<file path="src/hw/tpwm_cfg.svh">
// Constants of the eight-bit PWM timer: offsets, field positions, reset values, codes.
// Assumes inclusion by bare name from the package and the top module.
`ifndef TPWM_CFG_SVH
`define TPWM_CFG_SVH

`define TPWM_OFS_CTRL      12'h000
`define TPWM_OFS_COUNT     12'h004
`define TPWM_OFS_CMP       12'h008
`define TPWM_OFS_FLAGS     12'h00C
`define TPWM_OFS_ACTIVE    12'h010

`define TPWM_CTRL_WGM_LSB  0
`define TPWM_CTRL_COM_LSB  4
`define TPWM_CTRL_CS_LSB   8
`define TPWM_FLAG_OVF_BIT  0
`define TPWM_FLAG_CMP_BIT  1
`define TPWM_ACT_DIR_BIT   8

`define TPWM_MAX           8'hFF
`define TPWM_BOTTOM        8'h00

`define TPWM_WGM_NORMAL    2'h0
`define TPWM_WGM_PCPWM     2'h1
`define TPWM_WGM_CTC       2'h2
`define TPWM_WGM_FAST      2'h3

`define TPWM_COM_OFF       2'h0
`define TPWM_COM_TOGGLE    2'h1
`define TPWM_COM_CLEAR     2'h2
`define TPWM_COM_SET       2'h3

`define TPWM_CS_STOP       3'h0
`define TPWM_PSC_MASK_1    10'h000
`define TPWM_PSC_MASK_8    10'h007
`define TPWM_PSC_MASK_32   10'h01F
`define TPWM_PSC_MASK_64   10'h03F
`define TPWM_PSC_MASK_128  10'h07F
`define TPWM_PSC_MASK_256  10'h0FF
`define TPWM_PSC_MASK_1024 10'h3FF

`define TPWM_WGM_RST       2'h0
`define TPWM_COM_RST       2'h0
`define TPWM_CS_RST        3'h0
`define TPWM_COUNT_RST     8'h00
`define TPWM_CMP_RST       8'h00
`define TPWM_PSC_RST       10'h000

`endif

</file>
<file path="src/hw/tpwm_pkg.sv">
// Types of the eight-bit PWM timer.
// Assumes the constants header is on the include path.
`include "tpwm_cfg.svh"

package tpwm_pkg;

  typedef enum logic {
    dir_up,
    dir_down
  } tpwm_dir_type;

  typedef logic [7:0] tpwm_count_type;

endpackage : tpwm_pkg

</file>
<file path="src/hw/tpwm_top.sv">
// Eight-bit timer with fast and phase correct PWM waveform generation and an APB slave.
// Assumes one clock, a synchronous active-high reset and an APB master on the same clock.
//
// Our own choices: the placing of the registers and register access over APB.
`timescale 1ns/100ps
`include "tpwm_cfg.svh"

module tpwm_top
  import tpwm_pkg::*;
#(
  parameter int ADDR_W = 12
) (
  input  wire logic              clk_sys_in,
  input  wire logic              rst_in,
  input  wire logic              psel_in,
  input  wire logic              penable_in,
  input  wire logic              pwrite_in,
  input  wire logic [ADDR_W-1:0] paddr_in,
  input  wire logic [31:0]       pwdata_in,
  input  wire logic [3:0]        pstrb_in,
  output logic      [31:0]       prdata_out,
  output logic                   pready_out,
  output logic                   pslverr_out,
  output logic                   compare_output_out,
  output logic                   compare_output_en_out,
  output logic                   overflow_flag_out,
  output logic                   compare_match_flag_out,
  output logic      [7:0]        counter_value_out
);

  // Control and state registers.
  logic [1:0]     waveform_mode_sel;
  logic [1:0]     compare_output_mode;
  logic [2:0]     clock_sel;
  tpwm_count_type counter_value;
  tpwm_count_type compare_buffer;
  tpwm_count_type compare_value;
  tpwm_dir_type   count_dir;
  logic           compare_output;
  logic           overflow_flag;
  logic           compare_match_flag;
  logic           match_block;
  logic [9:0]     prescale_count;
  logic           pin_enable;

  // Next values.
  tpwm_count_type next_count;
  tpwm_dir_type   next_dir;
  logic           next_output;
  logic [9:0]     prescale_mask;

  // Bus decode.
  wire              access_first = psel_in & penable_in & ~pready_out;
  wire              commit       = psel_in & penable_in & pready_out;
  wire              wr_commit    = commit & pwrite_in;
  wire [ADDR_W-1:0] ofs_ctrl     = ADDR_W'(`TPWM_OFS_CTRL);
  wire [ADDR_W-1:0] ofs_count    = ADDR_W'(`TPWM_OFS_COUNT);
  wire [ADDR_W-1:0] ofs_cmp      = ADDR_W'(`TPWM_OFS_CMP);
  wire [ADDR_W-1:0] ofs_flags    = ADDR_W'(`TPWM_OFS_FLAGS);
  wire [ADDR_W-1:0] ofs_active   = ADDR_W'(`TPWM_OFS_ACTIVE);
  wire              hit_ctrl     = paddr_in == ofs_ctrl;
  wire              hit_count    = paddr_in == ofs_count;
  wire              hit_cmp      = paddr_in == ofs_cmp;
  wire              hit_flags    = paddr_in == ofs_flags;
  wire              hit_active   = paddr_in == ofs_active;
  wire              addr_hit     = hit_ctrl | hit_count | hit_cmp | hit_flags | hit_active;
  wire              wr_ctrl_lo   = wr_commit & hit_ctrl & pstrb_in[0];
  wire              wr_ctrl_hi   = wr_commit & hit_ctrl & pstrb_in[1];
  wire              wr_count     = wr_commit & hit_count & pstrb_in[0];
  wire              wr_cmp       = wr_commit & hit_cmp & pstrb_in[0];
  wire              wr_flags     = wr_commit & hit_flags & pstrb_in[0];

  wire [31:0] rd_ctrl   = {21'h000000, clock_sel, 2'h0, compare_output_mode,
                           2'h0, waveform_mode_sel};
  wire [31:0] rd_count  = {24'h000000, counter_value};
  wire [31:0] rd_cmp    = {24'h000000, compare_buffer};
  wire [31:0] rd_flags  = {30'h00000000, compare_match_flag, overflow_flag};
  wire [31:0] rd_active = {23'h000000, count_dir == dir_down, compare_value};
  wire [31:0] rd_mux    = hit_ctrl   ? rd_ctrl   :
                          hit_count  ? rd_count  :
                          hit_cmp    ? rd_cmp    :
                          hit_flags  ? rd_flags  :
                          hit_active ? rd_active : 32'h00000000;

  // Mode and counter decode.
  // mode decode
  wire mode_fast  = waveform_mode_sel == `TPWM_WGM_FAST;
  wire mode_pc    = waveform_mode_sel == `TPWM_WGM_PCPWM;
  wire mode_pwm   = mode_fast | mode_pc;
  wire at_max     = counter_value == `TPWM_MAX;
  wire at_bottom  = counter_value == `TPWM_BOTTOM;
  wire match      = (counter_value == compare_value) & ~match_block;
  wire com_pwm    = compare_output_mode[1];
  wire com_invert = compare_output_mode == `TPWM_COM_SET;
  wire com_toggle = compare_output_mode == `TPWM_COM_TOGGLE;
  wire com_off    = compare_output_mode == `TPWM_COM_OFF;
  wire cmp_src_max = compare_buffer == `TPWM_MAX;

  always_comb begin
    case (clock_sel)
      3'h1:    prescale_mask = `TPWM_PSC_MASK_1;
      3'h2:    prescale_mask = `TPWM_PSC_MASK_8;
      3'h3:    prescale_mask = `TPWM_PSC_MASK_32;
      3'h4:    prescale_mask = `TPWM_PSC_MASK_64;
      3'h5:    prescale_mask = `TPWM_PSC_MASK_128;
      3'h6:    prescale_mask = `TPWM_PSC_MASK_256;
      3'h7:    prescale_mask = `TPWM_PSC_MASK_1024;
      default: prescale_mask = `TPWM_PSC_MASK_1;
    endcase
  end

  wire timer_tick = (clock_sel != `TPWM_CS_STOP) &
                    ((prescale_count & prescale_mask) == prescale_mask);
  wire tick_run   = timer_tick & ~wr_count;

  wire ovf_event  = tick_run & (mode_pc ? at_bottom : at_max);
  wire cmf_event  = tick_run & match;
  wire cmp_load   = tick_run & mode_pwm & at_max;

  always_comb begin
    next_count = counter_value + 8'h01;
    next_dir   = dir_up;
    case (waveform_mode_sel)
      `TPWM_WGM_FAST: begin
        next_count = at_max ? `TPWM_BOTTOM : counter_value + 8'h01;
      end
      `TPWM_WGM_PCPWM: begin
        next_dir = count_dir;
        if (count_dir == dir_up) begin
          if (at_max) begin
            next_count = `TPWM_MAX - 8'h01;
            next_dir   = dir_down;
          end else begin
            next_count = counter_value + 8'h01;
          end
        end else begin
          if (at_bottom) begin
            next_count = `TPWM_BOTTOM + 8'h01;
            next_dir   = dir_up;
          end else begin
            next_count = counter_value - 8'h01;
          end
        end
      end
      `TPWM_WGM_CTC: begin
        next_count = match ? `TPWM_BOTTOM : counter_value + 8'h01;
      end
      default: begin
        next_count = counter_value + 8'h01;
      end
    endcase
  end

  // Compare output waveform.
  always_comb begin
    next_output = compare_output;
    if (tick_run && !com_off) begin
      if (mode_fast) begin
        if (com_pwm) begin
          if (at_max) begin
            next_output = ~com_invert;
          end else if (match) begin
            next_output = com_invert;
          end
        end else if (match) begin
          next_output = ~compare_output;
        end
      end else if (mode_pc) begin
        if (com_pwm) begin
          if (at_max) begin
            next_output = cmp_src_max ? ~com_invert : com_invert;
          end else if (match) begin
            if (count_dir == dir_up || at_bottom) begin
              next_output = com_invert;
            end else begin
              next_output = ~com_invert;
            end
          end
        end
      end else if (match) begin
        if (com_toggle) begin
          next_output = ~compare_output;
        end else begin
          next_output = com_invert;
        end
      end
    end
  end

  // APB slave answer, one wait state.
  always_ff @(posedge clk_sys_in) begin
    if (rst_in) begin
      pready_out  <= 1'b0;
      pslverr_out <= 1'b0;
      prdata_out  <= 32'h00000000;
    end else begin
      pready_out  <= access_first;
      pslverr_out <= access_first & ~addr_hit;
      if (access_first) begin
        prdata_out <= pwrite_in ? 32'h00000000 : rd_mux;
      end
    end
  end

  // Control fields.
  always_ff @(posedge clk_sys_in) begin
    if (rst_in) begin
      waveform_mode_sel   <= `TPWM_WGM_RST;
      compare_output_mode <= `TPWM_COM_RST;
      clock_sel           <= `TPWM_CS_RST;
    end else begin
      if (wr_ctrl_lo) begin
        waveform_mode_sel   <= pwdata_in[`TPWM_CTRL_WGM_LSB +: 2];
        compare_output_mode <= pwdata_in[`TPWM_CTRL_COM_LSB +: 2];
      end
      if (wr_ctrl_hi) begin
        clock_sel <= pwdata_in[`TPWM_CTRL_CS_LSB +: 3];
      end
    end
  end

  // Prescaler runs freely on the system clock.
  always_ff @(posedge clk_sys_in) begin
    if (rst_in) begin
      prescale_count <= `TPWM_PSC_RST;
    end else begin
      prescale_count <= prescale_count + 10'h001;
    end
  end

  // Counter, direction and match blocking after a count write.
  always_ff @(posedge clk_sys_in) begin
    if (rst_in) begin
      counter_value <= `TPWM_COUNT_RST;
      count_dir     <= dir_up;
      match_block   <= 1'b0;
    end else if (wr_count) begin
      counter_value <= pwdata_in[7:0];
      match_block   <= 1'b1;
    end else if (tick_run) begin
      counter_value <= next_count;
      count_dir     <= next_dir;
      match_block   <= 1'b0;
    end
  end

  always_ff @(posedge clk_sys_in) begin
    if (rst_in) begin
      compare_buffer <= `TPWM_CMP_RST;
      compare_value  <= `TPWM_CMP_RST;
    end else begin
      if (wr_cmp) begin
        compare_buffer <= pwdata_in[7:0];
      end
      if (wr_cmp && !mode_pwm) begin
        compare_value <= pwdata_in[7:0];
      end else if (cmp_load) begin
        compare_value <= compare_buffer;
      end
    end
  end

  // Sticky flags; an event in the clearing cycle wins.
  always_ff @(posedge clk_sys_in) begin
    if (rst_in) begin
      overflow_flag      <= 1'b0;
      compare_match_flag <= 1'b0;
    end else begin
      overflow_flag      <= ovf_event |
                            (overflow_flag & ~(wr_flags & pwdata_in[`TPWM_FLAG_OVF_BIT]));
      compare_match_flag <= cmf_event |
                            (compare_match_flag & ~(wr_flags & pwdata_in[`TPWM_FLAG_CMP_BIT]));
    end
  end

  // Output compare state and pin override.
  always_ff @(posedge clk_sys_in) begin
    if (rst_in) begin
      compare_output <= 1'b0;
      pin_enable     <= 1'b0;
    end else begin
      compare_output <= next_output;
      pin_enable     <= ~com_off;
    end
  end

  assign compare_output_out     = compare_output;
  assign compare_output_en_out  = pin_enable;
  assign overflow_flag_out      = overflow_flag;
  assign compare_match_flag_out = compare_match_flag;
  assign counter_value_out      = counter_value;

endmodule : tpwm_top

</file>
<file path="config.mk">
export PLATFORM = sky130hd
export DESIGN_NAME = tpwm_top
export DESIGN_NICKNAME = d
export VERILOG_FILES = /design/src/hw/tpwm_pkg.sv /design/src/hw/tpwm_top.sv
export VERILOG_INCLUDE_DIRS = /design/src /design/src/hw
export SDC_FILE = /design/constraint.sdc
export NUM_CORES = 1
export LEC_CHECK = 0
export BUFFER_PORTS_ARGS = -buffer_cell sky130_fd_sc_hd__buf_2
export CORE_MARGIN = 2
export CORE_UTILIZATION = 48
export CTS_CLUSTER_DIAMETER = 200
export CTS_CLUSTER_SIZE = 10
export DETAILED_ROUTE_END_ITERATION = 10
export GPL_ROUTABILITY_DRIVEN = 0
export PLACE_DENSITY = 0.77
export SYNTH_ARGS = -nofsm -noshare
export SYNTH_HDL_FRONTEND = slang
export SYNTH_SLANG_ARGS = --single-unit
</file>
<file path="constraint.sdc">
create_clock -name clk_sys_in -period 2.2 [get_ports clk_sys_in]
set_input_delay 0.44 -clock clk_sys_in [delete_from_list [all_inputs] [get_ports clk_sys_in]]
set_output_delay 0.44 -clock clk_sys_in [all_outputs]
set_load 0.05 [all_outputs]
</file>
Yosys cells after proc, flatten, opt, wreduce, memory -nomap -nowiden:

Cells that the tools add are included.

* bits of input ports: 53
* logic and storage cells: 135
* register bits: 81

* equality and inequality tests: 21
* bitwise operators: 43
* reductions and logical operators: 15
* mux-type cells: 37
* add/sub/neg operators: 3

Operators with widths (number)
* $mux W8: 9
* $pmux W10 S6: 1
* $mux W9: 4
* $and A1 B1 Y1: 25
* $eq A12 B4 Y1 const B: 2
* $pmux W8 S3: 1
* $mux W11: 2
* $mux W1: 20
* $eq A8 B8 Y1 const B: 2
* $eq A12 B3 Y1 const B: 1
* $eq A12 B5 Y1 const B: 1
* $eq A3 B3 Y1 const B: 4
* $logic_not A12 Y1: 1
* $add A10 B1 Y10 const B: 1
* $and A10 B10 Y10: 1
* $eq A10 B10 Y1: 1
* $not A1 Y1: 10
* $add A8 B1 Y8 const B: 1
* $eq A8 B8 Y1: 1
* $logic_not A8 Y1: 1
* $sub A8 B1 Y8 const B: 1
* $or A1 B1 Y1: 7
* $eq A2 B2 Y1 const B: 3
* $eq A3 B2 Y1 const B: 2
* other kinds (11): 17

Logic depth before layout (Yosys ltp):

* word-level depth: 11
* depth in mapped cells: 8

Least setup slack after synthesis:

Ideal clock, no wire load.

* kind: register -> register
* from: reg counter_value[0] (netlist: counter_value_out[0])
* to: reg compare_value[1]
* period minus slack after synthesis: 2.509 ns
* setup time: 0.137 ns
* buffers on the path: 0
* path slack: -0.309 ns
* stages on the path, launching flop included: 8
* arrival time: 2.371 ns
* cell sequence: dfxtp_1 ha_1 nand3_1 nor2_1 nand2_1 nor3_4 mux2i_1 a211oi_1

* word-level cells in the longest chain between the ends: 3

RTL lines
* start: declaration: line tpwm_top.sv:35 `tpwm_count_type counter_value;`
* start signal: assignment: line tpwm_top.sv:234 `` counter_value <= `TPWM_COUNT_RST; ``
* start signal: assignment: line tpwm_top.sv:238 `counter_value <= pwdata_in[7:0];`
* start signal: assignment: line tpwm_top.sv:241 `counter_value <= next_count;`
* $eq A8 B8 Y1 (no source line)
* $and A1 B1 Y1: line tpwm_top.sv:118 `wire cmp_load = tick_run & mode_pwm & at_max;`
* $reduce_bool A2 Y1 (no source line)
* end signal: assignment: line tpwm_top.sv:250 `` compare_value <= `TPWM_CMP_RST; ``
* end signal: assignment: line tpwm_top.sv:256 `compare_value <= pwdata_in[7:0];`
* end signal: assignment: line tpwm_top.sv:258 `compare_value <= compare_buffer;`
* end: declaration: line tpwm_top.sv:37 `tpwm_count_type compare_value;`

Every way passes these cells.
A chain may end at the register's enable or synchronous reset.

Worst setup path after layout:

* from: reg counter_value[0] (netlist: counter_value_out[0])
* to: reg compare_output (netlist: compare_output_out)

* word-level cells in the longest chain between the ends: 8

RTL lines
* $logic_not A8 Y1 (no source line)
* $logic_or A1 B1 Y1: line tpwm_top.sv:173 `if (count_dir == dir_up || at_bottom) begin`
* $mux W1: line tpwm_top.sv:173
* $mux W1: line tpwm_top.sv:172 `end else if (match) begin`
* $mux W1: line tpwm_top.sv:170 `if (at_max) begin`
* $mux W1: line tpwm_top.sv:169 `if (com_pwm) begin`
* $mux W1: line tpwm_top.sv:168 `end else if (mode_pc) begin`
* $mux W1: line tpwm_top.sv:158 `if (mode_fast) begin`
* end signal: assignment: line tpwm_top.sv:282 `compare_output <= next_output;`
* end: declaration: line tpwm_top.sv:39 `logic compare_output;`

Parallel ways exist; a longest one is shown, timed or not. The select of a mux whose other input is x is not followed.

==> results.md <==
* Status: finished clean
* Most frequent cell after synthesis: nor2_1
* PortBufs at 54
* RSZ-0062 raised after global routing: yes
* Die area at 8429 um^2
* Post-route ant nets at 0
* Post-synth ARST share at 0
* Vias in the first global route at 3726
* Core area at 7607 um^2
* CTS Hold Bufs at 0
* Post-Syn Instances at around 480
* Initial drt markers at approximately 300
* Setup slack, reg-to-reg at 0.07 ns
* Antenna violations before repair at 0
* Hold path start: pwdata_in[9]
* Critical Path End Type: flip-flop
* Post-synthesis sequential area ratio at 0.3245
* Worst rel slew slack at 0.3379
* P_int at 0.001666 W
* Clk slew on worst S/H paths at approximately 0.070 ns
* Hold/Removal Path Class: in2reg
* P&R area growth vs syn at 23.36%
* Final Critical Period at 2.129 ns
* Psw at 0.0006043 W
* CTS H-tree lvls at 3
* Post-synth top cells: nor2_1, dfxtp_1, nand2_1
* Hold path endpoint: clock_sel[1]
* Die width at roughly 90 um
* Crit start category: flip-flop
* # IOs at between 90 and 100
* Final hold slack at around 0.34 ns
* Yosys Warn Count at 0
* Synth unique cells at a little under 60
* Post-synth EDFFs at 0
* Largest net degree at the start of global routing at 33
* Synth Area in Adders at 0.01352
* Fillers at a little under 700
* GRT Util Overall at 0.2613
* Mux cell area share after synthesis at 0.05713
* Max Transition Viols Final at 0
* # nets final at roughly 620
* Routed vias at between 3000 and 4000
* Worst setup path category: reg2reg
* Post-DP HPWL at 7924 um
* Post-Layout Cell Count at 667
* Clk Tree Root Cell: clkbuf_8
* Residual DRC at 0
* Setup TNS at 0 ns
* P per Cell Area at 497.3 nW/um^2
* CTS tree: built
* Final setup fails at 0
* Placement Rows at 32
* Seq pwr share at 0.481
* Clock tree buffer depth at 2
* Initial core utilization at 0.4865
* Share of layout cells above drive strength 1 at 0.2708
* Primary FF master, synth: dfxtp_1
* Synthesis-stage register bit count at 60
* Main combinational cell family by area after synthesis: simple AND/OR/NAND/NOR gates
* First-pass GRT wire length at ~18000 um
* Fmax achieved at 469.8 MHz
* Synth top area cells: dfxtp_1, nor2_1, mux2i_1
* Hold depth at 3
* Post-Syn Area at about 3700 um^2
* Drt wl/cell at around 16 um
* Sw frac at 0.2661
* Post-synthesis compound-gate area fraction at 0.1954
* Worst EP required at 2.46 ns
* Ant diodes at 0
* Via/cell ratio at ~5.9
* Worst slew pin tran at around 0.98 ns
* Final Hold Fails at 0
* Clock skew at 0.006118 ns
* Clk sinks at 60
* Fin crit share at 0.9676
* Clk_lat worst skew at between 0.3 and 0.4 ns
* WL final at roughly 11000 um
* Total grt overflow at 0
* Clk pwr share at 0.431
* Footprint of the multi-input gates at ~2300 um^2
* Maximum vdd drop at about 310 uV
* Register area at 1221 um^2
* Die Y at between 90 and 100 um
* Crit Path Max Fanout at 6
* Logic pwr share at 0.087
* Reg2reg start: counter_value_out[0]
* Worst endpoint data arrival time at roughly 2.4 ns
* XOR/XNOR share of the synthesized area at 0.05443
* Cts bufs inserted at 9
* Leak at around 1.8 nW
* Placed insts at around 650
* Syn Area/Cell at roughly 8 um^2
* Simple-gate share of the synthesized area at 0.2664
* R2r endpoint: compare_output_out
* Top cell type by total area after synthesis: dfxtp_1
* Drt pass-1 iters at 6
* Worst R2R Path Depth at 8
* Max cap viols at 0
* Yosys top cell area share at 0.3245
==> power by group through the flow <==
| stage | combinational, W | sequential [W] | clock, W |
|---|---|---|---|
| after CTS | 0.000196 | 0.00109 | 0.00100 |
| after floorplan | 0.000160 | 0.00112 | 0 |
| final | 0.000198 | 0.00109 | 0.000980 |
| after global placement | 0.000192 | 0.00112 | 0 |
| after global routing | 0.000209 | 0.00109 | 0.00105 |
| after detailed placement | 0.000195 | 0.00112 | 0 |
==> cell usage in the layout, fill, tap and decap left out, types with 10 or more instances in the layout <==
| cell type | count |
|---|---|
| a21oi_1 | 23 |
| a22oi_1 | 12 |
| buf_2 | 54 |
| buf_4 | 52 |
| clkbuf_8 | 11 |
| conb_1 | 21 |
| dfxtp_1 | 50 |
| mux2i_1 | 20 |
| nand2_1 | 43 |
| nand3_1 | 28 |
| nor2_1 | 62 |
| nor2b_1 | 10 |
| o21ai_0 | 20 |
| xor2_1 | 15 |
==> worst max-delay path, cell delays in order, from the launching register on <==
cell	delay [ns]
dfxtp_4	0.38
inv_2	0.10
ha_1	0.21
nand2b_1	0.12
or4_4	0.54
a31oi_4	0.21
xor2_1	0.17
nand2_1	0.09
a311oi_2	0.23
==> worst max path at each step <==
| stage | startpoint | end | slack, ns |
|---|---|---|---|
| 6_report | counter_value_out[0] | compare_output_out | 0.07 |
| 4_1_cts | counter_value_out[0] | compare_value[1] | 0.01 |
| 3_5_place_dp | paddr_in[9] | counter_value_out[3] | -0.17 |
| 3_3_place_gp | paddr_in[9] | counter_value_out[3] | -0.08 |
| 5_1_grt | counter_value_out[0] | counter_value_out[5] | -0.03 |
| 2_1_floorplan | paddr_in[9] | counter_value_out[3] | 0.01 |
==> registers in the layout (all words and copies together), names as in the netlist <==
name                    cells
prescale_count             10
counter_value_out           8
overflow_flag_out           1
clock_sel                   3
compare_output_out          1
compare_match_flag_out      1
pslverr_out                 1
count_dir                   1
compare_value               8
match_block                 1
waveform_mode_sel           2
pready_out                  1
prdata_out                 11
compare_output_mode         2
compare_output_en_out       1
compare_buffer              8
==> stage by stage <==
stage	setup WS [ns]	area, um^2	total power [W]	utilization
2_1_floorplan	0.01192	3814	0.001284	-
3_3_place_gp	-0.08476	4274	0.001311	0.5618
3_5_place_dp	-0.1707	4274	0.001314	0.5618
4_1_cts	0.01340	4472	0.002291	0.5878
5_1_grt	-0.03242	4566	0.002352	0.6002
6_report	0.07131	4566	0.002271	0.6002
==> layer usage <==
| layer | global-route usage | part of all wire |
|---|---|---|
| met2 | 0.4320 | 0.47 |
| met5 | 0 | 0 |
| met1 | 0.3258 | 0.43 |
| met3 | 0.06163 | 0.078 |
| met4 | 0.1119 | 0.025 |
==> what timing repair did <==
item | CTS | global route
setup buffers | 0 | 5
setup endpoints to repair | 1 | 12
pin swaps | 1 | 4
resized for setup | 0 | 11
==> logic make-up after synthesis <==
family | count (synthesis)
simple gates | 198
fa+ha+maj | 4
mux | 21
flops | 60
buf+inv | 61
compound gates | 107
other cells | 1
xor+xnor | 23
==> area by class of cell <==
cell class	count	share of cell area
Inverter	8	0.006577
Tap cell	102	0.02795
Timing Repair Buffer	107	0.1491
Sequential cell	60	0.2675
Clock inverter	3	0.003837
Clock buffer	13	0.03946
Multi-Input combinational cell	374	0.5056
No activity file was read; power rests on OpenSTA's default activity.
